[src/rtl/bfl_pkg.sv]
/*
 * Shared constants and types for the bit, flag, load and store execution block.
 * Assumes a single 100 MHz clock and an APB master on the register side.
 */
package bfl_pkg;
	// Status flag bit positions in the flag register
	localparam int FLAG_C = 0;
	localparam int FLAG_Z = 1;
	localparam int FLAG_N = 2;
	localparam int FLAG_V = 3;
	localparam int FLAG_S = 4;
	localparam int FLAG_H = 5;
	localparam int FLAG_T = 6;
	localparam int FLAG_I = 7;
	// APB register byte addresses
	localparam logic [7:0] ADDR_INSTR = 8'h00;
	localparam logic [7:0] ADDR_OPERAND = 8'h04;
	localparam logic [7:0] ADDR_FLAGS = 8'h08;
	localparam logic [7:0] ADDR_STATUS = 8'h0c;
	localparam logic [7:0] ADDR_REG_BASE = 8'h40;
	localparam logic [7:0] ADDR_MEM_BASE = 8'h80;
	// Register file and memory geometry and reset values
	localparam int NUM_REGS = 32;
	localparam int MEM_WORDS = 32;
	localparam int MEM_AW = 5;
	localparam logic [7:0] FLAGS_RESET = 8'h00;
	// Instruction timing in cycles
	localparam int CYC_SINGLE = 1;
	localparam int CYC_MEMORY = 2;
	// Pointer pair base register indices
	localparam logic [4:0] PTR_X_LO = 5'h1a;
	localparam logic [4:0] PTR_Y_LO = 5'h1c;
	localparam logic [4:0] PTR_Z_LO = 5'h1e;
	// Operation codes written to the instruction register
	typedef enum logic [4:0] {
		OP_NOP, OP_ROTATE_RIGHT_CARRY, OP_ARITH_SHIFT_RIGHT, OP_NIBBLE_SWAP,
		OP_FLAG_INDEX_RAISE, OP_FLAG_INDEX_DROP, OP_BIT_TO_TRANSFER_FLAG,
		OP_TRANSFER_FLAG_TO_BIT, OP_REG_COPY, OP_REG_PAIR_COPY, OP_IMMEDIATE_LOAD,
		OP_POINTER_READ, OP_OFFSET_POINTER_READ, OP_ABSOLUTE_READ, OP_POINTER_WRITE
	} bfl_op_e;
	// Pointer update modes
	typedef enum logic [1:0] {PTR_PLAIN, PTR_POST_INC, PTR_PRE_DEC} bfl_ptr_mode_e;
	// Decoded instruction word fields
	typedef struct packed {
		bfl_op_e op;
		bfl_ptr_mode_e mode;
		logic [1:0] ptr;
		logic [4:0] dst;
		logic [4:0] src;
		logic [2:0] bit_sel;
		logic [5:0] disp;
		logic [3:0] spare;
	} bfl_instr_s;
	// Memory request bundle
	typedef struct packed {
		logic we;
		logic [MEM_AW-1:0] addr;
		logic [7:0] wdata;
	} bfl_mem_req_s;
endpackage : bfl_pkg

[src/rtl/bfl_mem.sv]
/*
 * Small data memory with registered read data.
 * Assumes one request per cycle; read data valid the cycle after the request.
 */
`timescale 1ns/1ps
module bfl_mem
	import bfl_pkg::*;
(
	// Clock
	input wire logic clk,
	// Request and answer
	input bfl_mem_req_s req,
	input wire logic req_valid,
	output logic [7:0] rdata
);
	logic [7:0] store [MEM_WORDS];

	// Write port
	always_ff @(posedge clk) begin
		if (req_valid && req.we) begin
			store[req.addr] <= req.wdata;
		end
	end

	// Registered read port
	always_ff @(posedge clk) begin
		rdata <= store[req.addr];
	end
endmodule : bfl_mem

[src/rtl/bfl_exec.sv]
/*
 * Execution unit for shifts, flag and bit moves, register moves and data loads and stores.
 * Assumes an APB master that issues an instruction by writing the instruction register.
 */
`timescale 1ns/1ps
module bfl_exec
	import bfl_pkg::*;
(
	// Clock and reset
	input wire logic CLK,
	input wire logic RST_N,
	// APB slave
	input wire logic PSEL,
	input wire logic PENABLE,
	input wire logic PWRITE,
	input wire logic [7:0] PADDR,
	input wire logic [31:0] PWDATA,
	output logic [31:0] PRDATA,
	output logic PREADY,
	output logic PSLVERR,
	// Execution status
	output logic BUSY,
	output logic [7:0] FLAGS
);
	typedef enum logic [1:0] {STATE_IDLE, STATE_MEM, STATE_DONE} bfl_state_e;

	bfl_state_e state;
	bfl_instr_s instr;
	bfl_instr_s issue_word;
	logic is_idle;
	logic idle_wr;
	logic exec_done;
	logic load_done;
	logic [7:0] regs [NUM_REGS];
	logic [7:0] flags;
	logic [7:0] operand;
	logic [7:0] mem_rdata;
	logic [15:0] done_count;
	bfl_mem_req_s mem_req;
	logic mem_valid;
	logic apb_acc;
	logic apb_wr;
	logic issue;
	logic [4:0] ptr_lo;
	logic [15:0] ptr_val;
	logic [15:0] ptr_dec;
	logic [15:0] eff_addr;
	logic [7:0] res;
	logic [7:0] src_v;
	logic [7:0] dst_v;
	logic [7:0] next_flags;
	logic next_reg_we;
	logic [7:0] next_reg_val;
	logic next_ptr_we;
	logic [15:0] next_ptr_val;

	// Read a 16-bit pointer pair from the register file
	function automatic logic [15:0] pair_read(input logic [4:0] lo);
		pair_read = {regs[lo + 5'd1], regs[lo]};
	endfunction : pair_read

	// Select pointer pair base index
	function automatic logic [4:0] ptr_base(input logic [1:0] sel);
		case (sel)
			2'd0: ptr_base = PTR_X_LO;
			2'd1: ptr_base = PTR_Y_LO;
			default: ptr_base = PTR_Z_LO;
		endcase
	endfunction : ptr_base

	// Is this a memory access operation
	function automatic logic is_mem(input bfl_op_e op);
		is_mem = (op == OP_POINTER_READ) || (op == OP_OFFSET_POINTER_READ) ||
			(op == OP_ABSOLUTE_READ) || (op == OP_POINTER_WRITE);
	endfunction : is_mem

	// Register window hit: one word per register above the window base
	function automatic logic in_reg_window(input logic [7:0] addr);
		logic [7:0] offset;
		offset = addr - ADDR_REG_BASE;
		in_reg_window = (offset[7] == 1'b0);
	endfunction : in_reg_window

	// Register index inside the window, base taken off first
	function automatic logic [4:0] reg_index(input logic [7:0] addr);
		logic [7:0] offset;
		offset = addr - ADDR_REG_BASE;
		reg_index = offset[6:2];
	endfunction : reg_index

	// APB access decode
	assign apb_acc = PSEL && PENABLE && PREADY;
	assign apb_wr = apb_acc && PWRITE;
	assign is_idle = (state == STATE_IDLE);
	// Writes other than status polls are refused while an instruction runs
	assign idle_wr = apb_wr && is_idle;
	assign issue = idle_wr && (PADDR == ADDR_INSTR);
	assign issue_word = bfl_instr_s'(PWDATA);

	// Completion strobes: register result or loaded byte lands at the next edge
	assign exec_done = (state == STATE_DONE) && !is_mem(instr.op);
	assign load_done = (state == STATE_DONE) && is_mem(instr.op) &&
		(instr.op != OP_POINTER_WRITE);

	// Operand fields for the current instruction
	assign ptr_lo = ptr_base(instr.ptr);
	assign ptr_val = pair_read(ptr_lo);
	assign ptr_dec = ptr_val - 16'h0001;
	assign src_v = regs[instr.src];
	assign dst_v = regs[instr.dst];

	// Effective memory address per addressing form
	always_comb begin
		eff_addr = ptr_val;
		case (instr.op)
			OP_POINTER_READ, OP_POINTER_WRITE: begin
				if (instr.mode == PTR_PRE_DEC) begin
					eff_addr = ptr_dec;
				end
			end
			OP_OFFSET_POINTER_READ: eff_addr = ptr_val + {10'h000, instr.disp};
			OP_ABSOLUTE_READ: eff_addr = {8'h00, operand};
			default: eff_addr = ptr_val;
		endcase
	end

	// Memory request, issued in the first cycle of a two-cycle operation
	assign mem_req.we = (instr.op == OP_POINTER_WRITE);
	assign mem_req.addr = eff_addr[MEM_AW-1:0];
	assign mem_req.wdata = src_v;
	assign mem_valid = (state == STATE_MEM);

	bfl_mem u_mem (
		.clk(CLK),
		.req(mem_req),
		.req_valid(mem_valid),
		.rdata(mem_rdata)
	);

	// Single-cycle results and flag updates
	always_comb begin
		next_flags = flags;
		next_reg_we = 1'b0;
		next_reg_val = dst_v;
		res = dst_v;
		case (instr.op)
			OP_ROTATE_RIGHT_CARRY, OP_ARITH_SHIFT_RIGHT: begin
				if (instr.op == OP_ROTATE_RIGHT_CARRY) begin
					res = {flags[FLAG_C], dst_v[7:1]};
				end else begin
					res = {dst_v[7], dst_v[7:1]};
				end
				next_flags[FLAG_C] = dst_v[0];
				next_flags[FLAG_Z] = (res == 8'h00);
				next_flags[FLAG_N] = res[7];
				next_flags[FLAG_V] = res[7] ^ dst_v[0];
				// Sign flag is not among the shift results, so it is kept
				next_reg_we = 1'b1;
				next_reg_val = res;
			end
			// Nibble exchange, flags untouched
			OP_NIBBLE_SWAP: begin
				next_reg_we = 1'b1;
				next_reg_val = {dst_v[3:0], dst_v[7:4]};
			end
			// Indexed flag ops: bit field names the flag, the rest kept
			OP_FLAG_INDEX_RAISE: next_flags[instr.bit_sel] = 1'b1;
			OP_FLAG_INDEX_DROP: next_flags[instr.bit_sel] = 1'b0;
			OP_BIT_TO_TRANSFER_FLAG: next_flags[FLAG_T] = src_v[instr.bit_sel];
			OP_TRANSFER_FLAG_TO_BIT: begin
				next_reg_we = 1'b1;
				next_reg_val[instr.bit_sel] = flags[FLAG_T];
			end
			OP_REG_COPY: begin
				next_reg_we = 1'b1;
				next_reg_val = src_v;
			end
			OP_IMMEDIATE_LOAD: begin
				next_reg_we = 1'b1;
				next_reg_val = operand;
			end
			default: begin
				next_reg_we = 1'b0;
			end
		endcase
	end

	// Pointer update for post-increment and pre-decrement forms
	always_comb begin
		next_ptr_we = 1'b0;
		next_ptr_val = ptr_val;
		if (instr.op == OP_POINTER_READ || instr.op == OP_POINTER_WRITE) begin
			if (instr.mode == PTR_POST_INC) begin
				next_ptr_we = 1'b1;
				next_ptr_val = ptr_val + 16'h0001;
			end else if (instr.mode == PTR_PRE_DEC) begin
				next_ptr_we = 1'b1;
				next_ptr_val = ptr_dec;
			end
		end
	end

	// Sequencer: one cycle for register ops, two for memory ops
	always_ff @(posedge CLK or negedge RST_N) begin
		if (!RST_N) begin
			state <= STATE_IDLE;
		end else begin
			case (state)
				STATE_IDLE: begin
					// Op field sits in the top bits of the written word
					if (issue) begin
						state <= is_mem(issue_word.op) ? STATE_MEM : STATE_DONE;
					end
				end
				// Memory request goes out during this state
				STATE_MEM: state <= STATE_DONE;
				STATE_DONE: state <= STATE_IDLE;
				default: state <= STATE_IDLE;
			endcase
		end
	end

	// Instruction and operand latch
	always_ff @(posedge CLK or negedge RST_N) begin
		if (!RST_N) begin
			instr <= '0;
			operand <= 8'h00;
		end else begin
			if (issue) begin
				instr <= issue_word;
			end
			// Operand holds the immediate value or the absolute address
			if (idle_wr && PADDR == ADDR_OPERAND) begin
				operand <= PWDATA[7:0];
			end
		end
	end

	// Status flags: memory and move ops leave them alone
	always_ff @(posedge CLK or negedge RST_N) begin
		if (!RST_N) begin
			flags <= FLAGS_RESET;
		end else if (exec_done) begin
			flags <= next_flags;
		end else if (idle_wr && PADDR == ADDR_FLAGS) begin
			// Software load of the whole flag register
			flags <= PWDATA[7:0];
		end
	end

	// Register file writes: execution, pointer updates, load data, software access
	always_ff @(posedge CLK) begin
		if (exec_done) begin
			// Single-cycle result into the destination
			if (next_reg_we) begin
				regs[instr.dst] <= next_reg_val;
			end
			// Word copy moves an even-aligned pair
			if (instr.op == OP_REG_PAIR_COPY) begin
				regs[{instr.dst[4:1], 1'b0}] <= regs[{instr.src[4:1], 1'b0}];
				regs[{instr.dst[4:1], 1'b1}] <= regs[{instr.src[4:1], 1'b1}];
			end
		end else if (state == STATE_MEM) begin
			// Pointer written back in the access cycle
			if (next_ptr_we) begin
				regs[ptr_lo] <= next_ptr_val[7:0];
				regs[ptr_lo + 5'd1] <= next_ptr_val[15:8];
			end
		end else if (load_done) begin
			// Loaded byte comes from the registered read port
			regs[instr.dst] <= mem_rdata;
		end else if (idle_wr && in_reg_window(PADDR)) begin
			// Software write into the register window
			regs[reg_index(PADDR)] <= PWDATA[7:0];
		end
	end

	// Completed instruction counter
	always_ff @(posedge CLK or negedge RST_N) begin
		if (!RST_N) begin
			done_count <= 16'h0000;
		end else if (state == STATE_DONE) begin
			done_count <= done_count + 16'h0001;
		end
	end

	// APB answer: zero wait states, unmapped reads return zero with error
	always_ff @(posedge CLK or negedge RST_N) begin
		if (!RST_N) begin
			PRDATA <= 32'h0000_0000;
			PSLVERR <= 1'b0;
		end else if (PSEL && !PENABLE) begin
			PSLVERR <= 1'b0;
			PRDATA <= 32'h0000_0000;
			if (PADDR == ADDR_INSTR) begin
				PRDATA <= 32'(instr);
			end else if (PADDR == ADDR_OPERAND) begin
				PRDATA <= {24'h000000, operand};
			end else if (PADDR == ADDR_FLAGS) begin
				PRDATA <= {24'h000000, flags};
			end else if (PADDR == ADDR_STATUS) begin
				// Busy in bit 16 above the completion count
				PRDATA <= {15'h0000, !is_idle, done_count};
			end else if (in_reg_window(PADDR)) begin
				// Register byte, zero-extended
				PRDATA <= {24'h000000, regs[reg_index(PADDR)]};
			end else begin
				PSLVERR <= 1'b1;
			end
		end
	end

	// Ready always high once out of reset
	always_ff @(posedge CLK or negedge RST_N) begin
		if (!RST_N) begin
			PREADY <= 1'b0;
		end else begin
			PREADY <= 1'b1;
		end
	end

	// Status outputs
	always_ff @(posedge CLK or negedge RST_N) begin
		if (!RST_N) begin
			BUSY <= 1'b0;
			FLAGS <= FLAGS_RESET;
		end else begin
			BUSY <= !is_idle || issue;
			FLAGS <= flags;
		end
	end
endmodule : bfl_exec

[config.mk]
export PLATFORM = sky130hd
export DESIGN_NAME = bfl_exec
export DESIGN_NICKNAME = d
export VERILOG_FILES = /design/src/rtl/bfl_pkg.sv /design/src/rtl/bfl_mem.sv /design/src/rtl/bfl_exec.sv
export SDC_FILE = /design/constraint.sdc
export NUM_CORES = 1
export LEC_CHECK = 0
export BUFFER_PORTS_ARGS = -buffer_cell sky130_fd_sc_hd__buf_2
export CELL_PAD_IN_SITES_DETAIL_PLACEMENT = 0
export CELL_PAD_IN_SITES_GLOBAL_PLACEMENT = 2
export CORE_MARGIN = 3
export CORE_UTILIZATION = 42
export CTS_BUF_LIST = sky130_fd_sc_hd__clkbuf_8
export CTS_CLUSTER_DIAMETER = 50
export DETAILED_ROUTE_END_ITERATION = 10
export PLACE_DENSITY = 0.85
export SYNTH_ARGS = -nofsm -noshare
export SYNTH_HDL_FRONTEND = slang
export SYNTH_SLANG_ARGS = --single-unit
[constraint.sdc]
create_clock -name CLK -period 3.6 [get_ports CLK]
set_input_delay 0.54 -clock CLK [delete_from_list [all_inputs] [get_ports CLK]]
set_output_delay 0.54 -clock CLK [all_outputs]
set_load 0.02 [all_outputs]
After elaboration in Yosys (flattened, before gate mapping). Memories as Yosys holds them, arrays and structs flattened. A register that Yosys moved wholly into a read port is not among the register bits. Cells that the tools add are included.

Bits in registers: 109. RAM bits: 512. Output and inout bits: 43. Memories: 2.

Memories: regs (depth 32, width 8, rd ports 7, clocked after memory_dff 0, write ports 2, line bfl_exec.sv:34) `logic [7:0] regs [NUM_REGS];`; u_mem.store (depth 32, width 8, rd ports 1, clocked after memory_dff 1, write ports 1, line bfl_mem.sv:16) `logic [7:0] store [MEM_WORDS];`.

Eq/ne operators: 31. Add/sub/neg operators: 6. Reduce and logical (&&, ||, !) cells: 40. Bitwise logic cells: 6. Mux-type cells: 70. Magnitude comparators: 2.

Operators with widths (count): $mux 8 (10); $eq 5x4->1 const B (11); $mux 17 (3); $mux 16 (3); $pmux 8 s5 (1); $mux 1 (36); $add 16x1->16 const B (2); $mux 32 (1); $reduce_or 8->1 (4); $eq 5x3->1 const B (4); $mux 5 (4); $eq 8x4->1 const B (2); $logic_not 8->1 (2); $sub 16x1->16 const B (1); $pmux 5 s3 (1); $logic_and 1x1->1 (14); $pmux 4 s3 (1); $eq 5x2->1 const B (2); $and 8x8->8 (1); $bwmux 8 (1); $eq 8x3->1 const B (1); $logic_or 1x1->1 (8); $ne 4x1->1 const B (2); $not 8->8 (1); 28 further kinds (39).

Longest topological paths before layout.
Depth in word-level cells: 14. Gate-level depth with buffers: 16. Gate-level depth less buffers: 13.

Modules after synthesis. From an unflattened synthesis, not the netlist that was laid out.

Cells, all modules: 2869. Area total of the unflattened synthesis: 35714.3 µm².

By module, submodules not included: bfl_exec (times used 1, cells each 2291, area an instance 25503.2 µm²); bfl_mem (times used 1, cells each 578, area an instance 10211.0 µm²).

Worst setup path before layout. No wires, ideal clock.

Kind: register -> register. Start: register instr[23] (netlist bit). End: memory u_mem.store[11][0], enable pin. Library setup time: 0.371 ns. Cell stages (with the launch flop): 15. Path buffers: 3. Setup slack: -0.225 ns. Data required time: 3.229 ns. Clock period less this slack: 3.825 ns. Arrival time: 3.454 ns. Path through: dfrtp_1 -> buf_4 -> mux2_1 -> mux2_2 -> fa_1 -> inv_1 -> o21ai_0 -> nand2_1 -> nand3_1 -> o21ai_1 -> a21oi_1 -> buf_2 -> buf_2 -> nand3_1 -> nor2_1.

Cells in the longest elaborated chain, start to end: 6. Elaborated cells between the ends (all ways): 8. Classes of those cells: add/sub (2); eq/ne (1); mux (3); reduce/logical (1); memory (1).

Ends and longest elaborated chain: from (decl) (line bfl_exec.sv:28) `bfl_instr_s instr;`; from (signal assigned) (line bfl_exec.sv:230) `instr <= issue_word;`; $eq 2x1->1 / $logic_not 2->1 (equally long branches) (line bfl_exec.sv:64) `case (sel)`; $pmux 3 s2 (*) (line bfl_exec.sv:64); $mem_v2 32x8 (*); $sub 16x1->16 (line bfl_exec.sv:108) `assign ptr_dec = ptr_val - 16'h0001;`; $mux 16; $pmux 5 s3 (*) (line bfl_exec.sv:115) `case (instr.op)`; to (decl) (line bfl_mem.sv:16).

Mark *: on every way between the ends. The rest lies on a longest branch, timed or not.

Final worst setup path.
Start: register instr[23] (netlist bit). End: register u_mem.rdata[2] (read register of u_mem.store).

Cells in the longest elaborated chain, start to end: 6. Elaborated cells between the ends (all ways): 8. Classes of those cells: add/sub (2); eq/ne (1); mux (3); reduce/logical (1); memory (1).

Ends and longest elaborated chain: $eq 2x1->1 / $logic_not 2->1 (equally long branches) (line bfl_exec.sv:64); $pmux 3 s2 (*) (line bfl_exec.sv:64); $mem_v2 32x8 (*); $sub 16x1->16 (line bfl_exec.sv:108); $mux 16; $pmux 5 s3 (*) (line bfl_exec.sv:115); to (decl) (line bfl_mem.sv:14) `output logic [7:0] rdata`.

Marked as above. A chain may end at the register's enable or synchronous reset.

==> reports/metrics.cfg <==
[yosys]
synth_edf_count=512
synth_area_um2=35900
synth_compound_gate_area_share_pct=10.5
avgSynthCellArea_um2=12.9
synth_top_family_by_area=multiplexers
synth_fa_ha_area_share_pct=0.404
synth_ff_type=edfxtp_1
yosysWarnings=0
syn_nets=2845
synth_xor_xnor_area_share_pct=0.926
synthCells=2789
ys_ff_latch=629
synth_mux_area_share_pct=24.2
yosys.area_share.simple_pct=9.50
async_reset_ff_share_pct=17.3
yosysUniqueCellTypes=98
synth.yosys.seq_area_share_pct=50.8

[worst_setup_path]
path_class=flip-flop to flip-flop
end_kind=flip-flop
path_delay_family=multiplexers
max_stage_delay_ps=550
cp-startpoint=instr[23]
critPathBufInv=4
crit_chain=mux2_4, mux2_4, fa_1, inv_1, o21ai_1, nand2_1, nand3_2, o21ai_4, a21oi_4, buf_12, buf_8, buf_12, mux4_2, a22oi_2, nand4_1
crit_path_top_delay_cell=mux4_2
cp_data_required_time_ps=4250
crit_arrival_ps=4290
worst-path-stages=15
worstSetupStartpointType=flip-flop
reg2regPathDepth=15
rr_startpoint=instr[23]
crit_fanout=8

[hold_path]
hold_path.class=input pin to flip-flop
min_path_cells=3
min_from=PWDATA[2]

[clock_network]
clk-insertion-delay-late_ps=800
cts_num_sinks=629
clk_pin_slew_ps=60
numCtsBuffers=110
htree_levels=3
cts-root-buf=clkbuf_8
clockBufferDepth=3
cts_tree=done

[placed_design]
dp.final_hpwl_mm=94.2
io_buffers=87
placed_area_um2=39900
gp_congestion=0.966
post-place-ws_ps=-319

[power]
power_density_nw_per_um2=364
p_total_mw=15.9
leakagePower_nw=15.3
vdd_ir_drop_max_mv=0.354

[floorplanning]
core_area_um2=84200
io-pin-count=88
die_y_um=299
die_area_um2=89100
num_rows=106
start_util_pct=42.7
die_w_um=299

[drt]
firstDrtPassIters=6
drtAntennaViolNets=0
viasPerCell=6.37
post-route-drc-count=0
avgRoutedWirePerCell_um=29.8
dr.first_iter.drc_count=3835
num_vias=28198
wirelength_mm=132

[timing]
fin_ws_ps=-43.1
final-hold-violation-count=0
fin_crit_ps=3640
slew_violations=0
fin_skew_ps=55.4
post-route-period-util_pct=101
rsz0062_at_grt=yes
hold_ws_ps=76.5
max_freq_mhz=274
setup_viol=2
slew-limit-headroom_pct=34.5
worstMarginPinSlew_ps=982

[flow_run]
maxCapViolCount=0

[global_routing]
overflow=0
grt_usage_pct=29.0
grt_pass1_vias=27802
antenna_found_initial=3
grt_max_degree=62
grt_pass1_wl_mm=191

[final_layout]
design_area_um2=43800
final_net_count=3255
syn_to_final_growth_pct=21.8
most-common-layout-cells=edfxtp_1 (512), buf_4 (352), mux4_2 (267), nand2_1 (248), mux2i_1 (193)
drive_gt1_share_pct=35.7
final_common_cell=edfxtp_1

[status]
status=finished with violations
violations=negative setup slack

[routing by layer]
layer  up-vias  GRT usage [%]  share of wire (%)
met5         -              0              0.014
met4         2           12.0                4.9
met3       347           5.51                9.6
met2      1732           45.5                 46
met1     14286           39.7                 39
li1      11831              -                  -
[cells by family after synthesis]
| family | count (synthesis) |
|---|---|
| other | 1 |
| buffers and inverters | 256 |
| AOI/OAI and AO/OA | 600 |
| muxes | 526 |
| DFF | 629 |
| and+or+nand+nor | 728 |
| xor gates and xnor gates | 38 |
| adders and majority gates | 11 |
[worst min-delay path: cells and delay by family]
| family | cells | cell delay [ps] |
|---|---|---|
| compound gates | 1 | 80 |
| buf+inv | 1 | 120 |
| simple gates | 1 | 60 |
[repair_timing]
item,4_1_cts,5_1_grt
setup buffers,11,38
endpoints found under the setup margin,447,450
hold endpoints to repair,70,0
gates resized for setup,33,142
pin swaps,9,49
gates cloned,5,6
hold buffers,22,0
[cell usage after synthesis (18+ instances only)]
cell / count / share of area (%)
a21oi_1: 108 / 1.5
nor3_1: 25 / 0.35
mux4_2: 267 / 17
buf_2: 62 / 0.86
mux2_2: 62 / 1.9
nand2_1: 273 / 2.9
dfrtp_1: 109 / 7.6
nor2b_1: 20 / 0.35
nand3b_1: 18 / 0.38
nor2_1: 191 / 2.0
clkbuf_1: 111 / 1.2
a22oi_1: 72 / 1.5
buf_1: 18 / 0.19
o21ai_1: 49 / 0.68
o21ai_0: 208 / 2.9
a31oi_1: 19 / 0.33
mux2i_1: 195 / 5.4
nand3_1: 67 / 0.93
edfxtp_1: 512 / 43
nand2b_1: 20 / 0.35
xnor2_1: 27 / 0.66
inv_1: 23 / 0.24
[registers in the layout (all words and copies together), names as in the netlist, 2 cells and up, named ones only]
| signal | count |
|---|---|
| u_mem.rdata | 8 |
| regs | 256 |
| FLAGS | 8 |
| done_count | 16 |
| flags | 5 |
| u_mem.store | 256 |
| instr | 32 |
| PRDATA | 32 |
| state | 2 |
| operand | 8 |
[power breakdown]
group          internal (mW)  switching, mW
Combinational          0.475          0.680
Clock                   3.57           3.24
Sequential              7.91         0.0636
Total                   12.0           3.98
[per-stage QoR]
stage	utilization [%]	TNS (ps)	cells
after floorplan	-	-8850	2789
after global placement	47.4	-31700	4141
after detailed placement	47.4	-38430	4141
after CTS	50.8	-8.57	4385
after global routing	52.0	-1570	4428
final	52.0	-46.4	4429
[worst paths after layout]
check	to	slack, ps
setup / recovery	u_mem.rdata[2]	-40
max in group asynchronous	instr[23]	2450
hold reg to reg	FLAGS[5]	440
min in group asynchronous	PRDATA[2]	340
hold / removal	flags[2]	80
setup reg to reg	u_mem.rdata[2]	-40
[area by class of cell]
class / instances / area [um^2]
Timing Repair Buffer: 526 / 4610
Clock inverter: 86 / 619
Inverter: 28 / 110
Multi-Input combinational cell: 1904 / 17100
Clock buffer: 120 / 1650
Tap cell: 1134 / 1420
Antenna cell: 2 / 5.00
Fill cell: 7135 / 40500
Sequential cell: 629 / 18300
(Power assumes the default switching activity.)
